### src/bctme_regs.vh
`ifndef BCTME_REGS_VH
`define BCTME_REGS_VH
`define BCTME_ADDR_CTRL 5'h00
`define BCTME_ADDR_INSTR 5'h04
`define BCTME_ADDR_OPER 5'h08
`define BCTME_ADDR_STATE 5'h0c
`define BCTME_ADDR_PCSP 5'h10
`define BCTME_ADDR_TIMER 5'h14
`define BCTME_ADDR_INPUT 5'h18
`define BCTME_OP_NOP 5'h00
`define BCTME_OP_JUMP 5'h01
`define BCTME_OP_JUMPC 5'h02
`define BCTME_OP_JUMPNC 5'h03
`define BCTME_OP_JUMPF 5'h04
`define BCTME_OP_JUMPNF 5'h05
`define BCTME_OP_CALL 5'h06
`define BCTME_OP_EXIT 5'h07
`define BCTME_OP_TBLPAIR 5'h08
`define BCTME_OP_RDTIM 5'h09
`define BCTME_OP_WRTIM 5'h0a
`define BCTME_OP_LDTIM 5'h0b
`define BCTME_OP_TBLTIM 5'h0c
`define BCTME_OP_HALT 5'h0d
`define BCTME_OP_STATREG 5'h0e
`define BCTME_OP_STATIMM 5'h0f
`define BCTME_OP_CAF 5'h10
`define BCTME_PC_RESET 10'h000
`define BCTME_SP_RESET 3'h0
`define BCTME_TIMER_RESET 10'h000
`define BCTME_ROM_LAST 10'h3ff
`define BCTME_TIMER_DIV_SHORT 5'h08
`define BCTME_TIMER_DIV_LONG 5'h10
`endif

### src/bctme_core.v
// The AXI4-Lite slave port and the register addresses were decided locally.
`timescale 1ns/100ps
`default_nettype none
`include "bctme_regs.vh"
module bctme_core (
  input wire aclk,
  input wire aresetn,
  input wire [4:0] s_axi_awaddr,
  input wire [2:0] s_axi_awprot,
  input wire s_axi_awvalid,
  output wire s_axi_awready,
  input wire [31:0] s_axi_wdata,
  input wire [3:0] s_axi_wstrb,
  input wire s_axi_wvalid,
  output wire s_axi_wready,
  output reg [1:0] s_axi_bresp,
  output reg s_axi_bvalid,
  input wire s_axi_bready,
  input wire [4:0] s_axi_araddr,
  input wire [2:0] s_axi_arprot,
  input wire s_axi_arvalid,
  output wire s_axi_arready,
  output reg [31:0] s_axi_rdata,
  output reg [1:0] s_axi_rresp,
  output reg s_axi_rvalid,
  input wire s_axi_rready,
  input wire [9:0] rom_data,
  output reg [9:0] rom_addr,
  output reg internal_reset,
  output reg standby,
  output reg [3:0] release_select
);
  // Program memory is a single 1K page; ROM word comes back one cycle after rom_addr
  localparam ST_IDLE = 3'b001;
  localparam ST_CALL2 = 3'b010;
  localparam ST_FETCH = 3'b100;

  reg [2:0] state;
  reg [9:0] pc;
  reg [9:0] ret_store;
  reg [2:0] sp;
  reg carry_bit;
  reg match_flag;
  reg [9:0] timer;
  reg timer_div_sel;
  reg [3:0] acc;
  reg [3:0] bank0_reg_0;
  reg [3:0] bank1_reg_0;
  reg [3:0] status_in;
  reg [1:0] rom_page_select;
  reg [4:0] instr;
  reg [9:0] operand;
  reg [7:0] pair_out;
  reg [3:0] pair_sel;
  reg pend_timer;
  reg busy;
  reg [3:0] nib_out;
  reg aw_held;
  reg w_held;
  reg [4:0] aw_addr;
  reg [31:0] w_data;
  reg [31:0] next_rdata;
  reg [1:0] next_rresp;

  // Operand word carries a9 a7 a6 a5 a4 a8 a3 a2 a1 a0
  function [9:0] bctme_unscramble;
    input [9:0] w;
    begin
      bctme_unscramble = {w[9], w[4], w[8:5], w[3:0]};
    end
  endfunction

  // Immediate timer operand carries t1 t9..t6 t0 t5..t2
  function [9:0] bctme_timer_unscramble;
    input [9:0] w;
    begin
      bctme_timer_unscramble = {w[8:5], w[3:0], w[9], w[4]};
    end
  endfunction

  // Conditional jumps fall through past their operand word
  function [9:0] bctme_branch;
    input take;
    input [9:0] dest;
    input [9:0] fall;
    begin
      bctme_branch = take ? dest : fall;
    end
  endfunction

  function bctme_any_match;
    input [3:0] stat;
    input [3:0] mask;
    begin
      bctme_any_match = |(stat & mask);
    end
  endfunction

  wire [9:0] target = bctme_unscramble(operand);
  wire [9:0] pc_skip = pc + 10'h002;
  wire [9:0] pc_next1 = pc + 10'h001;
  wire [7:0] pair_zero = {bank1_reg_0, bank0_reg_0};
  wire [9:0] table_addr = {rom_page_select, pair_zero};
  wire [3:0] sp_inc = {1'b0, sp} + 4'h1;
  wire [3:0] sp_dec = {1'b0, sp} - 4'h1;
  // Three-bit stack: the fourth bit of the sum flags overflow or underflow
  wire sp_carry = sp_inc[3];
  wire sp_borrow = sp_dec[3];
  wire [3:0] timer_nib = operand[0] ? timer[9:6] : timer[5:2];
  // Interval in oscillator periods, for software to read back
  wire [14:0] timer_interval = ({5'h00, timer} + 15'h0001) *
    (timer_div_sel ? {10'h000, `BCTME_TIMER_DIV_LONG} : {10'h000, `BCTME_TIMER_DIV_SHORT});

  wire wr_go = aw_held && w_held && !s_axi_bvalid;
  wire exec_go = wr_go && (aw_addr == `BCTME_ADDR_CTRL) && w_data[0] && !busy && !standby;

  assign s_axi_awready = !aw_held;
  assign s_axi_wready = !w_held;
  assign s_axi_arready = !s_axi_rvalid;

  // Read word is decoded ahead of the register so rdata only moves on a new address
  always @* begin
    next_rdata = 32'h0000_0000;
    next_rresp = 2'b00;
    case (s_axi_araddr)
      `BCTME_ADDR_CTRL: next_rdata = {29'h0, internal_reset, standby, busy};
      `BCTME_ADDR_INSTR: next_rdata = {27'h0, instr};
      `BCTME_ADDR_OPER: next_rdata = {22'h0, operand};
      `BCTME_ADDR_STATE: next_rdata = {8'h0, pair_sel, pair_out, nib_out, acc, match_flag, carry_bit,
        rom_page_select};
      `BCTME_ADDR_PCSP: next_rdata = {9'h0, sp, ret_store, pc};
      `BCTME_ADDR_TIMER: next_rdata = {1'b0, timer_interval, 5'h0, timer_div_sel, timer};
      `BCTME_ADDR_INPUT: next_rdata = {20'h0, status_in, bank1_reg_0, bank0_reg_0};
      default: begin
        next_rresp = 2'b10;
      end
    endcase
  end

  // Address and data are latched apart so either channel may come first
  always @(posedge aclk) begin
    if (!aresetn) begin
      aw_held <= 1'b0;
      w_held <= 1'b0;
      aw_addr <= 5'h00;
      w_data <= 32'h0000_0000;
      s_axi_bvalid <= 1'b0;
      s_axi_bresp <= 2'b00;
    end else begin
      if (s_axi_awvalid && !aw_held) begin
        aw_held <= 1'b1;
        aw_addr <= s_axi_awaddr;
      end
      if (s_axi_wvalid && !w_held) begin
        w_held <= 1'b1;
        w_data <= s_axi_wdata;
      end
      if (wr_go) begin
        aw_held <= 1'b0;
        w_held <= 1'b0;
        s_axi_bvalid <= 1'b1;
        case (aw_addr)
          `BCTME_ADDR_CTRL, `BCTME_ADDR_INSTR, `BCTME_ADDR_OPER, `BCTME_ADDR_STATE, `BCTME_ADDR_INPUT:
            s_axi_bresp <= 2'b00;
          default:
            s_axi_bresp <= 2'b10;
        endcase
      end else if (s_axi_bvalid && s_axi_bready) begin
        s_axi_bvalid <= 1'b0;
      end
    end
  end

  always @(posedge aclk) begin
    if (!aresetn) begin
      s_axi_rvalid <= 1'b0;
      s_axi_rdata <= 32'h0000_0000;
      s_axi_rresp <= 2'b00;
    end else if (s_axi_arvalid && !s_axi_rvalid) begin
      s_axi_rvalid <= 1'b1;
      s_axi_rresp <= next_rresp;
      s_axi_rdata <= next_rdata;
    end else if (s_axi_rvalid && s_axi_rready) begin
      s_axi_rvalid <= 1'b0;
    end
  end

  // Execute strobe is ignored while busy or halted, so a call cannot restart midway
  always @(posedge aclk) begin
    if (!aresetn) begin
      state <= ST_IDLE;
      pc <= `BCTME_PC_RESET;
      ret_store <= `BCTME_PC_RESET;
      sp <= `BCTME_SP_RESET;
      carry_bit <= 1'b0;
      match_flag <= 1'b0;
      timer <= `BCTME_TIMER_RESET;
      timer_div_sel <= 1'b0;
      acc <= 4'h0;
      bank0_reg_0 <= 4'h0;
      bank1_reg_0 <= 4'h0;
      status_in <= 4'h0;
      rom_page_select <= 2'b00;
      instr <= 5'h00;
      operand <= 10'h000;
      pair_out <= 8'h00;
      pair_sel <= 4'h0;
      nib_out <= 4'h0;
      pend_timer <= 1'b0;
      busy <= 1'b0;
      rom_addr <= 10'h000;
      internal_reset <= 1'b0;
      standby <= 1'b0;
      release_select <= 4'h0;
    end else begin
      internal_reset <= 1'b0;
      if (wr_go) begin
        case (aw_addr)
          `BCTME_ADDR_CTRL: begin
            if (w_data[1])
              standby <= 1'b0;
            timer_div_sel <= w_data[2];
          end
          `BCTME_ADDR_INSTR: begin
            instr <= w_data[4:0];
          end
          `BCTME_ADDR_OPER: begin
            operand <= w_data[9:0];
          end
          `BCTME_ADDR_STATE: begin
            rom_page_select <= w_data[1:0];
            carry_bit <= w_data[2];
            match_flag <= w_data[3];
            acc <= w_data[7:4];
          end
          `BCTME_ADDR_INPUT: begin
            bank0_reg_0 <= w_data[3:0];
            bank1_reg_0 <= w_data[7:4];
            status_in <= w_data[11:8];
          end
          default: begin
          end
        endcase
      end
      case (state)
        ST_IDLE: begin
          if (exec_go) begin
            case (instr)
              `BCTME_OP_JUMP: begin
                pc <= target;
              end
              `BCTME_OP_JUMPC: begin
                pc <= bctme_branch(carry_bit, target, pc_skip);
              end
              `BCTME_OP_JUMPNC: begin
                pc <= bctme_branch(!carry_bit, target, pc_skip);
              end
              `BCTME_OP_JUMPF: begin
                pc <= bctme_branch(match_flag, target, pc_skip);
              end
              `BCTME_OP_JUMPNF: begin
                pc <= bctme_branch(!match_flag, target, pc_skip);
              end
              // Stack wraps; the reset pulse tells the core its return address is lost
              `BCTME_OP_CALL: begin
                sp <= sp_inc[2:0];
                if (sp_carry)
                  internal_reset <= 1'b1;
                busy <= 1'b1;
                state <= ST_CALL2;
              end
              `BCTME_OP_EXIT: begin
                pc <= ret_store;
                sp <= sp_dec[2:0];
                if (sp_borrow)
                  internal_reset <= 1'b1;
              end
              `BCTME_OP_TBLPAIR, `BCTME_OP_TBLTIM: begin
                rom_addr <= table_addr;
                pend_timer <= (instr == `BCTME_OP_TBLTIM);
                // Pair zero is the table pointer itself, so a zero selector lands in pair one
                pair_sel <= (operand[3:0] == 4'h0) ? 4'h1 : operand[3:0];
                busy <= 1'b1;
                state <= ST_FETCH;
              end
              `BCTME_OP_RDTIM: begin
                nib_out <= timer_nib;
                acc <= timer_nib;
                carry_bit <= 1'b0;
                pc <= pc_next1;
              end
              `BCTME_OP_WRTIM: begin
                if (operand[0])
                  timer <= {acc, timer[5:2], 1'b0, timer[0]};
                else
                  timer <= {timer[9:6], acc, timer[1], 1'b0};
                pc <= pc_next1;
              end
              `BCTME_OP_LDTIM: begin
                timer <= bctme_timer_unscramble(operand);
                pc <= pc_skip;
              end
              `BCTME_OP_HALT: begin
                // Release conditions are kept for the wake logic outside this block
                standby <= 1'b1;
                release_select <= operand[3:0];
                pc <= pc_skip;
              end
              `BCTME_OP_STATREG: begin
                match_flag <= bctme_any_match(status_in, bank0_reg_0);
                pc <= pc_next1;
              end
              `BCTME_OP_STATIMM: begin
                match_flag <= bctme_any_match(status_in, operand[3:0]);
                pc <= pc_skip;
              end
              `BCTME_OP_CAF: begin
                carry_bit <= (acc == 4'hf);
                pc <= pc_next1;
              end
              default: begin
                pc <= pc_next1;
              end
            endcase
          end
        end
        // Second call cycle: store and PC move together while busy blocks execute
        ST_CALL2: begin
          ret_store <= pc_skip;
          pc <= target;
          busy <= 1'b0;
          state <= ST_IDLE;
        end
        // ROM word for the address set one cycle earlier is valid now
        ST_FETCH: begin
          if (pend_timer)
            timer <= rom_data;
          else
            pair_out <= rom_data[7:0];
          pc <= pc_next1;
          busy <= 1'b0;
          state <= ST_IDLE;
        end
        default: begin
          state <= ST_IDLE;
        end
      endcase
    end
  end
endmodule
`default_nettype wire

### config.mk
export PLATFORM = sky130hd
export DESIGN_NAME = bctme_core
export DESIGN_NICKNAME = d
export VERILOG_FILES = /design/src/bctme_core.v
export VERILOG_INCLUDE_DIRS = /design/src
export SDC_FILE = /design/constraint.sdc
export NUM_CORES = 1
export LEC_CHECK = 0
export ABC_CLOCK_PERIOD_IN_PS = 3200
export BUFFER_PORTS_ARGS = -buffer_cell sky130_fd_sc_hd__buf_2
export CAP_MARGIN = 40
export CORE_MARGIN = 4
export CORE_UTILIZATION = 58
export CTS_CLUSTER_SIZE = 20
export DETAILED_ROUTE_END_ITERATION = 8
export PLACE_DENSITY = 0.81
export SYNTH_ARGS = -nofsm -noshare
export SYNTH_HDL_FRONTEND = slang
export SYNTH_SLANG_ARGS = --single-unit
### constraint.sdc
create_clock -name aclk -period 3.2 [get_ports aclk]
set_clock_uncertainty 0.1 [all_clocks]
set_input_delay 0.96 -clock aclk [delete_from_list [all_inputs] [get_ports aclk]]
set_output_delay 0.96 -clock aclk [all_outputs]
set_load 0.01 [all_outputs]
# Word-level counts from Yosys, hierarchy flattened
# Cells that the tools add are included.
# word_totals
ff_bits,163
latchBits,0
mem_bits_rw,0
rom_bits,0
inputBits,69
output_inout_bits,57
wordCells,185
mem_count,0
# classes
n_addsub,5
n_mul,1
div_mod_pow,0
n_lt_le_gt_ge,0
n_eq_ne,37
shifts,0
mux,51
n_bitwise,4
n_reduce_logical,53
# op_table
op,count
$pmux 31 s7,1
$mux 10,8
$pmux 10 s8,1
$eq 5x4->1 const B,12
$pmux 10 s2,2
$eq 5x3->1 const B,6
$pmux 10 s3,1
$mux 4,7
$eq 5x5->1 const B,5
$mux 1,22
$reduce_and 3->1,7
$reduce_and 2->1,8
$mul 11x5->15,1
$pmux 3 s2,2
$reduce_bool 2->1,6
$add 10x1->11 const B,1
$logic_and 1x1->1,11
$add 10x1->10 const B,1
$add 10x2->10 const B,1
$eq 5x2->1 const B,2
$logic_not 5->1,2
$reduce_and 5->1,2
$and 4x4->4,2
$ne 2x2->1 const B,4
21 further kinds,36

# Longest topological paths before layout
# logic_depth
word_depth,8
depth_mapped,16
depth_no_buf,15

# Least setup slack after synthesis
# OpenSTA, ideal clock, no wires.
# synth_path
path_kind,input -> register
startpoint,in s_axi_araddr[0]
endpoint,reg s_axi_rdata[1]
setup_time_ns,0.065
arrival_time_ns,2.369
required_ns,3.035
setup_slack_ns,0.666
cell_stages,6
n_path_buf,0
cell_sequence,nand2b_1 > nor4_1 > a222oi_1 > a31oi_1 > a21oi_1 > nor2_1
# synth_between
elab_chain_cells,2
word_cells_on_any_way,8
cone_classes,eq/ne: 6; mux: 1; reduce/logical: 1
# synth_lines
element,line_no,rtl
start: declaration,bctme_core.v:19,"input wire [4:0] s_axi_araddr,"
$eq 5x5->1 (tied with other cells),bctme_core.v:125,case (s_axi_araddr)
$pmux 31 s7 (*),bctme_core.v:125,
end signal: assignment,bctme_core.v:182,s_axi_rdata <= next_rdata;
end: declaration,bctme_core.v:23,"output reg [31:0] s_axi_rdata,"
# Every way passes the cells marked *; elsewhere a longest branch is shown, timed or not.
# A chain may end at the register's enable or synchronous reset.

# Worst setup path in the final report
# layout_path
startpoint,reg timer[2]
endpoint,reg s_axi_rdata[28]
# layout_between
elab_chain_cells,3
# layout_lines
element,line_no,rtl
start: declaration,bctme_core.v:44,reg [9:0] timer;
start signal: assignment,bctme_core.v:197,timer <= `BCTME_TIMER_RESET;
start signal: assignment,bctme_core.v:294,"timer <= {acc, timer[5:2], 1'b0, timer[0]};"
start signal: assignment,bctme_core.v:296,"timer <= {timer[9:6], acc, timer[1], 1'b0};"
$add 10x1->11,bctme_core.v:111,"wire [14:0] timer_interval = ({5'h00, timer} + 15'h0001) *"
$mul 11x5->15,bctme_core.v:111,
$pmux 31 s7,bctme_core.v:125,
# No other way between the ends.

==> results by group <==
Worst setup path
  • CP startpoint kind: register
  • CP Capture Type: register
  • Critical path required time: 3.43 ns
  • Critical path type: reg2reg
  • Critical path arrival: 3.07 ns
  • Crit-path max FO: 10

Route
  • Final wirelength: 25040 um
  • Starting DRC count in detailed routing: 1132
  • Top routing layer in use: met4
  • First-pass DRT Iterations: 9
  • DR vias: 8347
  • # DRC: 5
  • Antenna Nets Post-Route: 0
  • WL met3: 2511 um
  • WL per Instance: 19.05 um
  • Met1 Routed Length: 10020 um
  • Via density: 6.352
  • Routed met2 length: 11390 um

Global route
  • First-pass GRT wire length: 39830 um
  • Total gr overflow: 0
  • Initial antenna violation count: 0
  • Largest net degree at the start of global routing: 69
  • Total GRT Usage: 30.18%
  • Vias in the first global route: 7612

Place
  • Port-buffer cells: 92
  • Gpl congestion: 0.9603
  • Placed Area: 0.008971 mm2
  • Post-DP HPWL: 17470 um

Floorplan
  • Core box area: 0.01448 mm2
  • FP Rows: 44
  • Die area: 0.01673 mm2
  • Die Height: 129.3 um
  • IO Pins: 126
  • Starting Density: 58.97%
  • DIE WIDTH: 129.3 um

Finish
  • Layout cell share with drive strength beyond 1: 15.93%
  • Fillers: 1245
  • Inserted Diodes: 0
  • Commonest non-fill, non-tap cell in the layout: dfxtp_1
  • Final #Nets: 1201
  • Most frequent cells in the layout: dfxtp_1, nand2_1, a21oi_1, nor2_1, buf_2
  • P&R area growth vs syn: 12.51%
  • Fin area: 0.009607 mm2

Clock network
  • CTS H-tree lvls: 4
  • Clock Latency Late Sink: 0.44 ns
  • Setup Fix Bufs, Post-CTS: 0
  • CTS root buffer: clkbuf_16
  • CTS Buf Count: 17
  • Hold-fix buffers at CTS: 0
  • CTS resizes: 0
  • Clk buf depth: 2
  • CTS sink cnt: 160
  • CTS tree: yes
  • Worst-path clk slew: 0.07 ns

Synthesis
  • Synth Instances: 1062
  • Main synth FF type: dfxtp_1
  • Ys Warns: 0
  • Ys async rst share: 0%
  • Largest cells by area after synthesis: dfxtp_1, a21oi_1, nand2_1, nor2_1, mux2i_1
  • Yosys reg bits: 160
  • Syn Std Cell Area: 0.008538 mm2
  • Post-synth top area cell: dfxtp_1
  • Post-synth EDFFs: 0
  • Synth Area per Inst: 8.040 um2
  • Share of the synthesized area in the top cell type: 37.51%
  • Unique cell type count in the Yosys netlist: 78
  • Post-synthesis sequential area ratio: 37.51%

Power and ir drop
  • Leakage: 0.003503 uW
  • Internal power: 3355 uW
  • Logic pwr share: 4.4%
  • Sw frac: 24.10%
  • Sequential power share: 46.1%
  • NetSw: 1066 uW
  • Pwr per Cell Area: 460.2 mW/mm2
  • Peak supply drop: 0.4787 mV
  • Clk pwr share: 49.5%

STA
  • Setup TNS: 0 ns
  • Final period util: 88.82%
  • Final setup vio count: 0
  • Hold Vio Cnt, Final: 0
  • Final Critical Period: 2.842 ns
  • Worst Max-Slew Pin Slew: 0.7609 ns
  • Slew headroom: 49.17%
  • RSZ-0062 raised after global routing: false
  • Max Slew Vio Count: 0
  • Hold_ws: 0.3445 ns
  • Fmax: 351.8 MHz

Run status
  • Status: finished with violations
  • Failing checks: design-rule violations

Job
  • Max cap viols: 0

Min path
  • Hold WC Path Type: reg2reg
## layer usage
| layer | vias to the layer above | global-route usage, % |
|---|---|---|
| met3 | 96 | 6.430 |
| li1 | 3925 | - |
| met2 | 490 | 47.35 |
| met5 | - | 0 |
| met1 | 3836 | 40.08 |
| met4 | 0 | 13.53 |
## cell usage after synthesis, drive strengths merged, types with 8 or more instances
library cell and number:
nand2 148, nor2 112, o21ai 36, a32oi 10
xnor2 16, ha 14, mux2i 41, a222oi 11
clkbuf 64, inv 23, xor2 8, nor2b 9
a22oi 30, nand3 29, a21oi 128, o211ai 10
a221oi 10, a31oi 13, dfxtp 160, and3 9
nor3 20, buf 28, nand2b 13, or3 9
a211oi 12
## logic make-up (layout without fill, tap and decap cells)
logic type	after synthesis	in the layout	synth area share (%)
AOI/OAI and AO/OA	308	308	23.74
xor gates and xnor gates	24	24	2.462
adders and majority gates	15	15	2.286
buffers and inverters	118	177	7.283
DFF	160	160	37.51
muxes	45	45	5.334
other	2	11	0.08796
and+or+nand+nor	390	390	21.29
## final timing paths
kind	from	endpoint	slack (ns)	depth (start not counted)
max	timer[2]	s_axi_rdata[28]	0.36	9
min	s_axi_rdata[13]	s_axi_rdata[13]	0.34	2
max reg2reg	timer[2]	s_axi_rdata[28]	0.36	9
min reg2reg	s_axi_rdata[13]	s_axi_rdata[13]	0.34	2
## power by group through the flow
| stage | logic [uW] | clock network [uW] | registers (uW) |
|---|---|---|---|
| floorplan | 126 | 0 | 2070 |
| global placement | 188 | 0 | 2080 |
| detailed placement | 191 | 0 | 2080 |
| CTS | 193 | 2200 | 2030 |
| global route | 217 | 2310 | 2040 |
| finish | 195 | 2190 | 2040 |
## area by class of cell
type	instances	area, um2	share of cell area (%)
Clock inverter	14	196.4	2.045
Sequential cell	160	3203	33.34
Clock buffer	18	439.2	4.572
Multi-Input combinational cell	793	4756	49.51
Timing Repair Buffer	121	690.7	7.189
Tap cell	184	230.2	2.396
Inverter	24	91.34	0.9508
## critical path, cell delays in order, from the launching register on
cell and delay (ns):
dfxtp_1 0.55, and3_1 0.32, nand2_1 0.12, nor2_1 0.41
o21ai_0 0.15, a221oi_1 0.27, a21oi_1 0.11, ha_1 0.35
xnor2_1 0.15, a32o_1 0.20
## flip-flops by register name (all words and copies together) (netlist names), 8 cells and up
| signal | count |
|---|---|
| timer | 10 |
| s_axi_rdata | 31 |
| rom_addr | 10 |
| operand | 10 |
| w_data | 12 |
| pc | 10 |
| ret_store | 10 |
| pair_out | 8 |
## through the flow
stage / power (uW) / util, % / setup WS, ns / std cells
floorplan: 2198 / - / 0.6661 / 1071
global placement: 2267 / 61.96 / 0.4785 / 1282
detailed placement: 2271 / 61.96 / 0.4555 / 1282
CTS: 4431 / 66.35 / 0.4340 / 1314
global route: 4560 / 66.35 / 0.1642 / 1314
finish: 4421 / 66.35 / 0.3578 / 1314
Power figures use the tool's default switching activity.
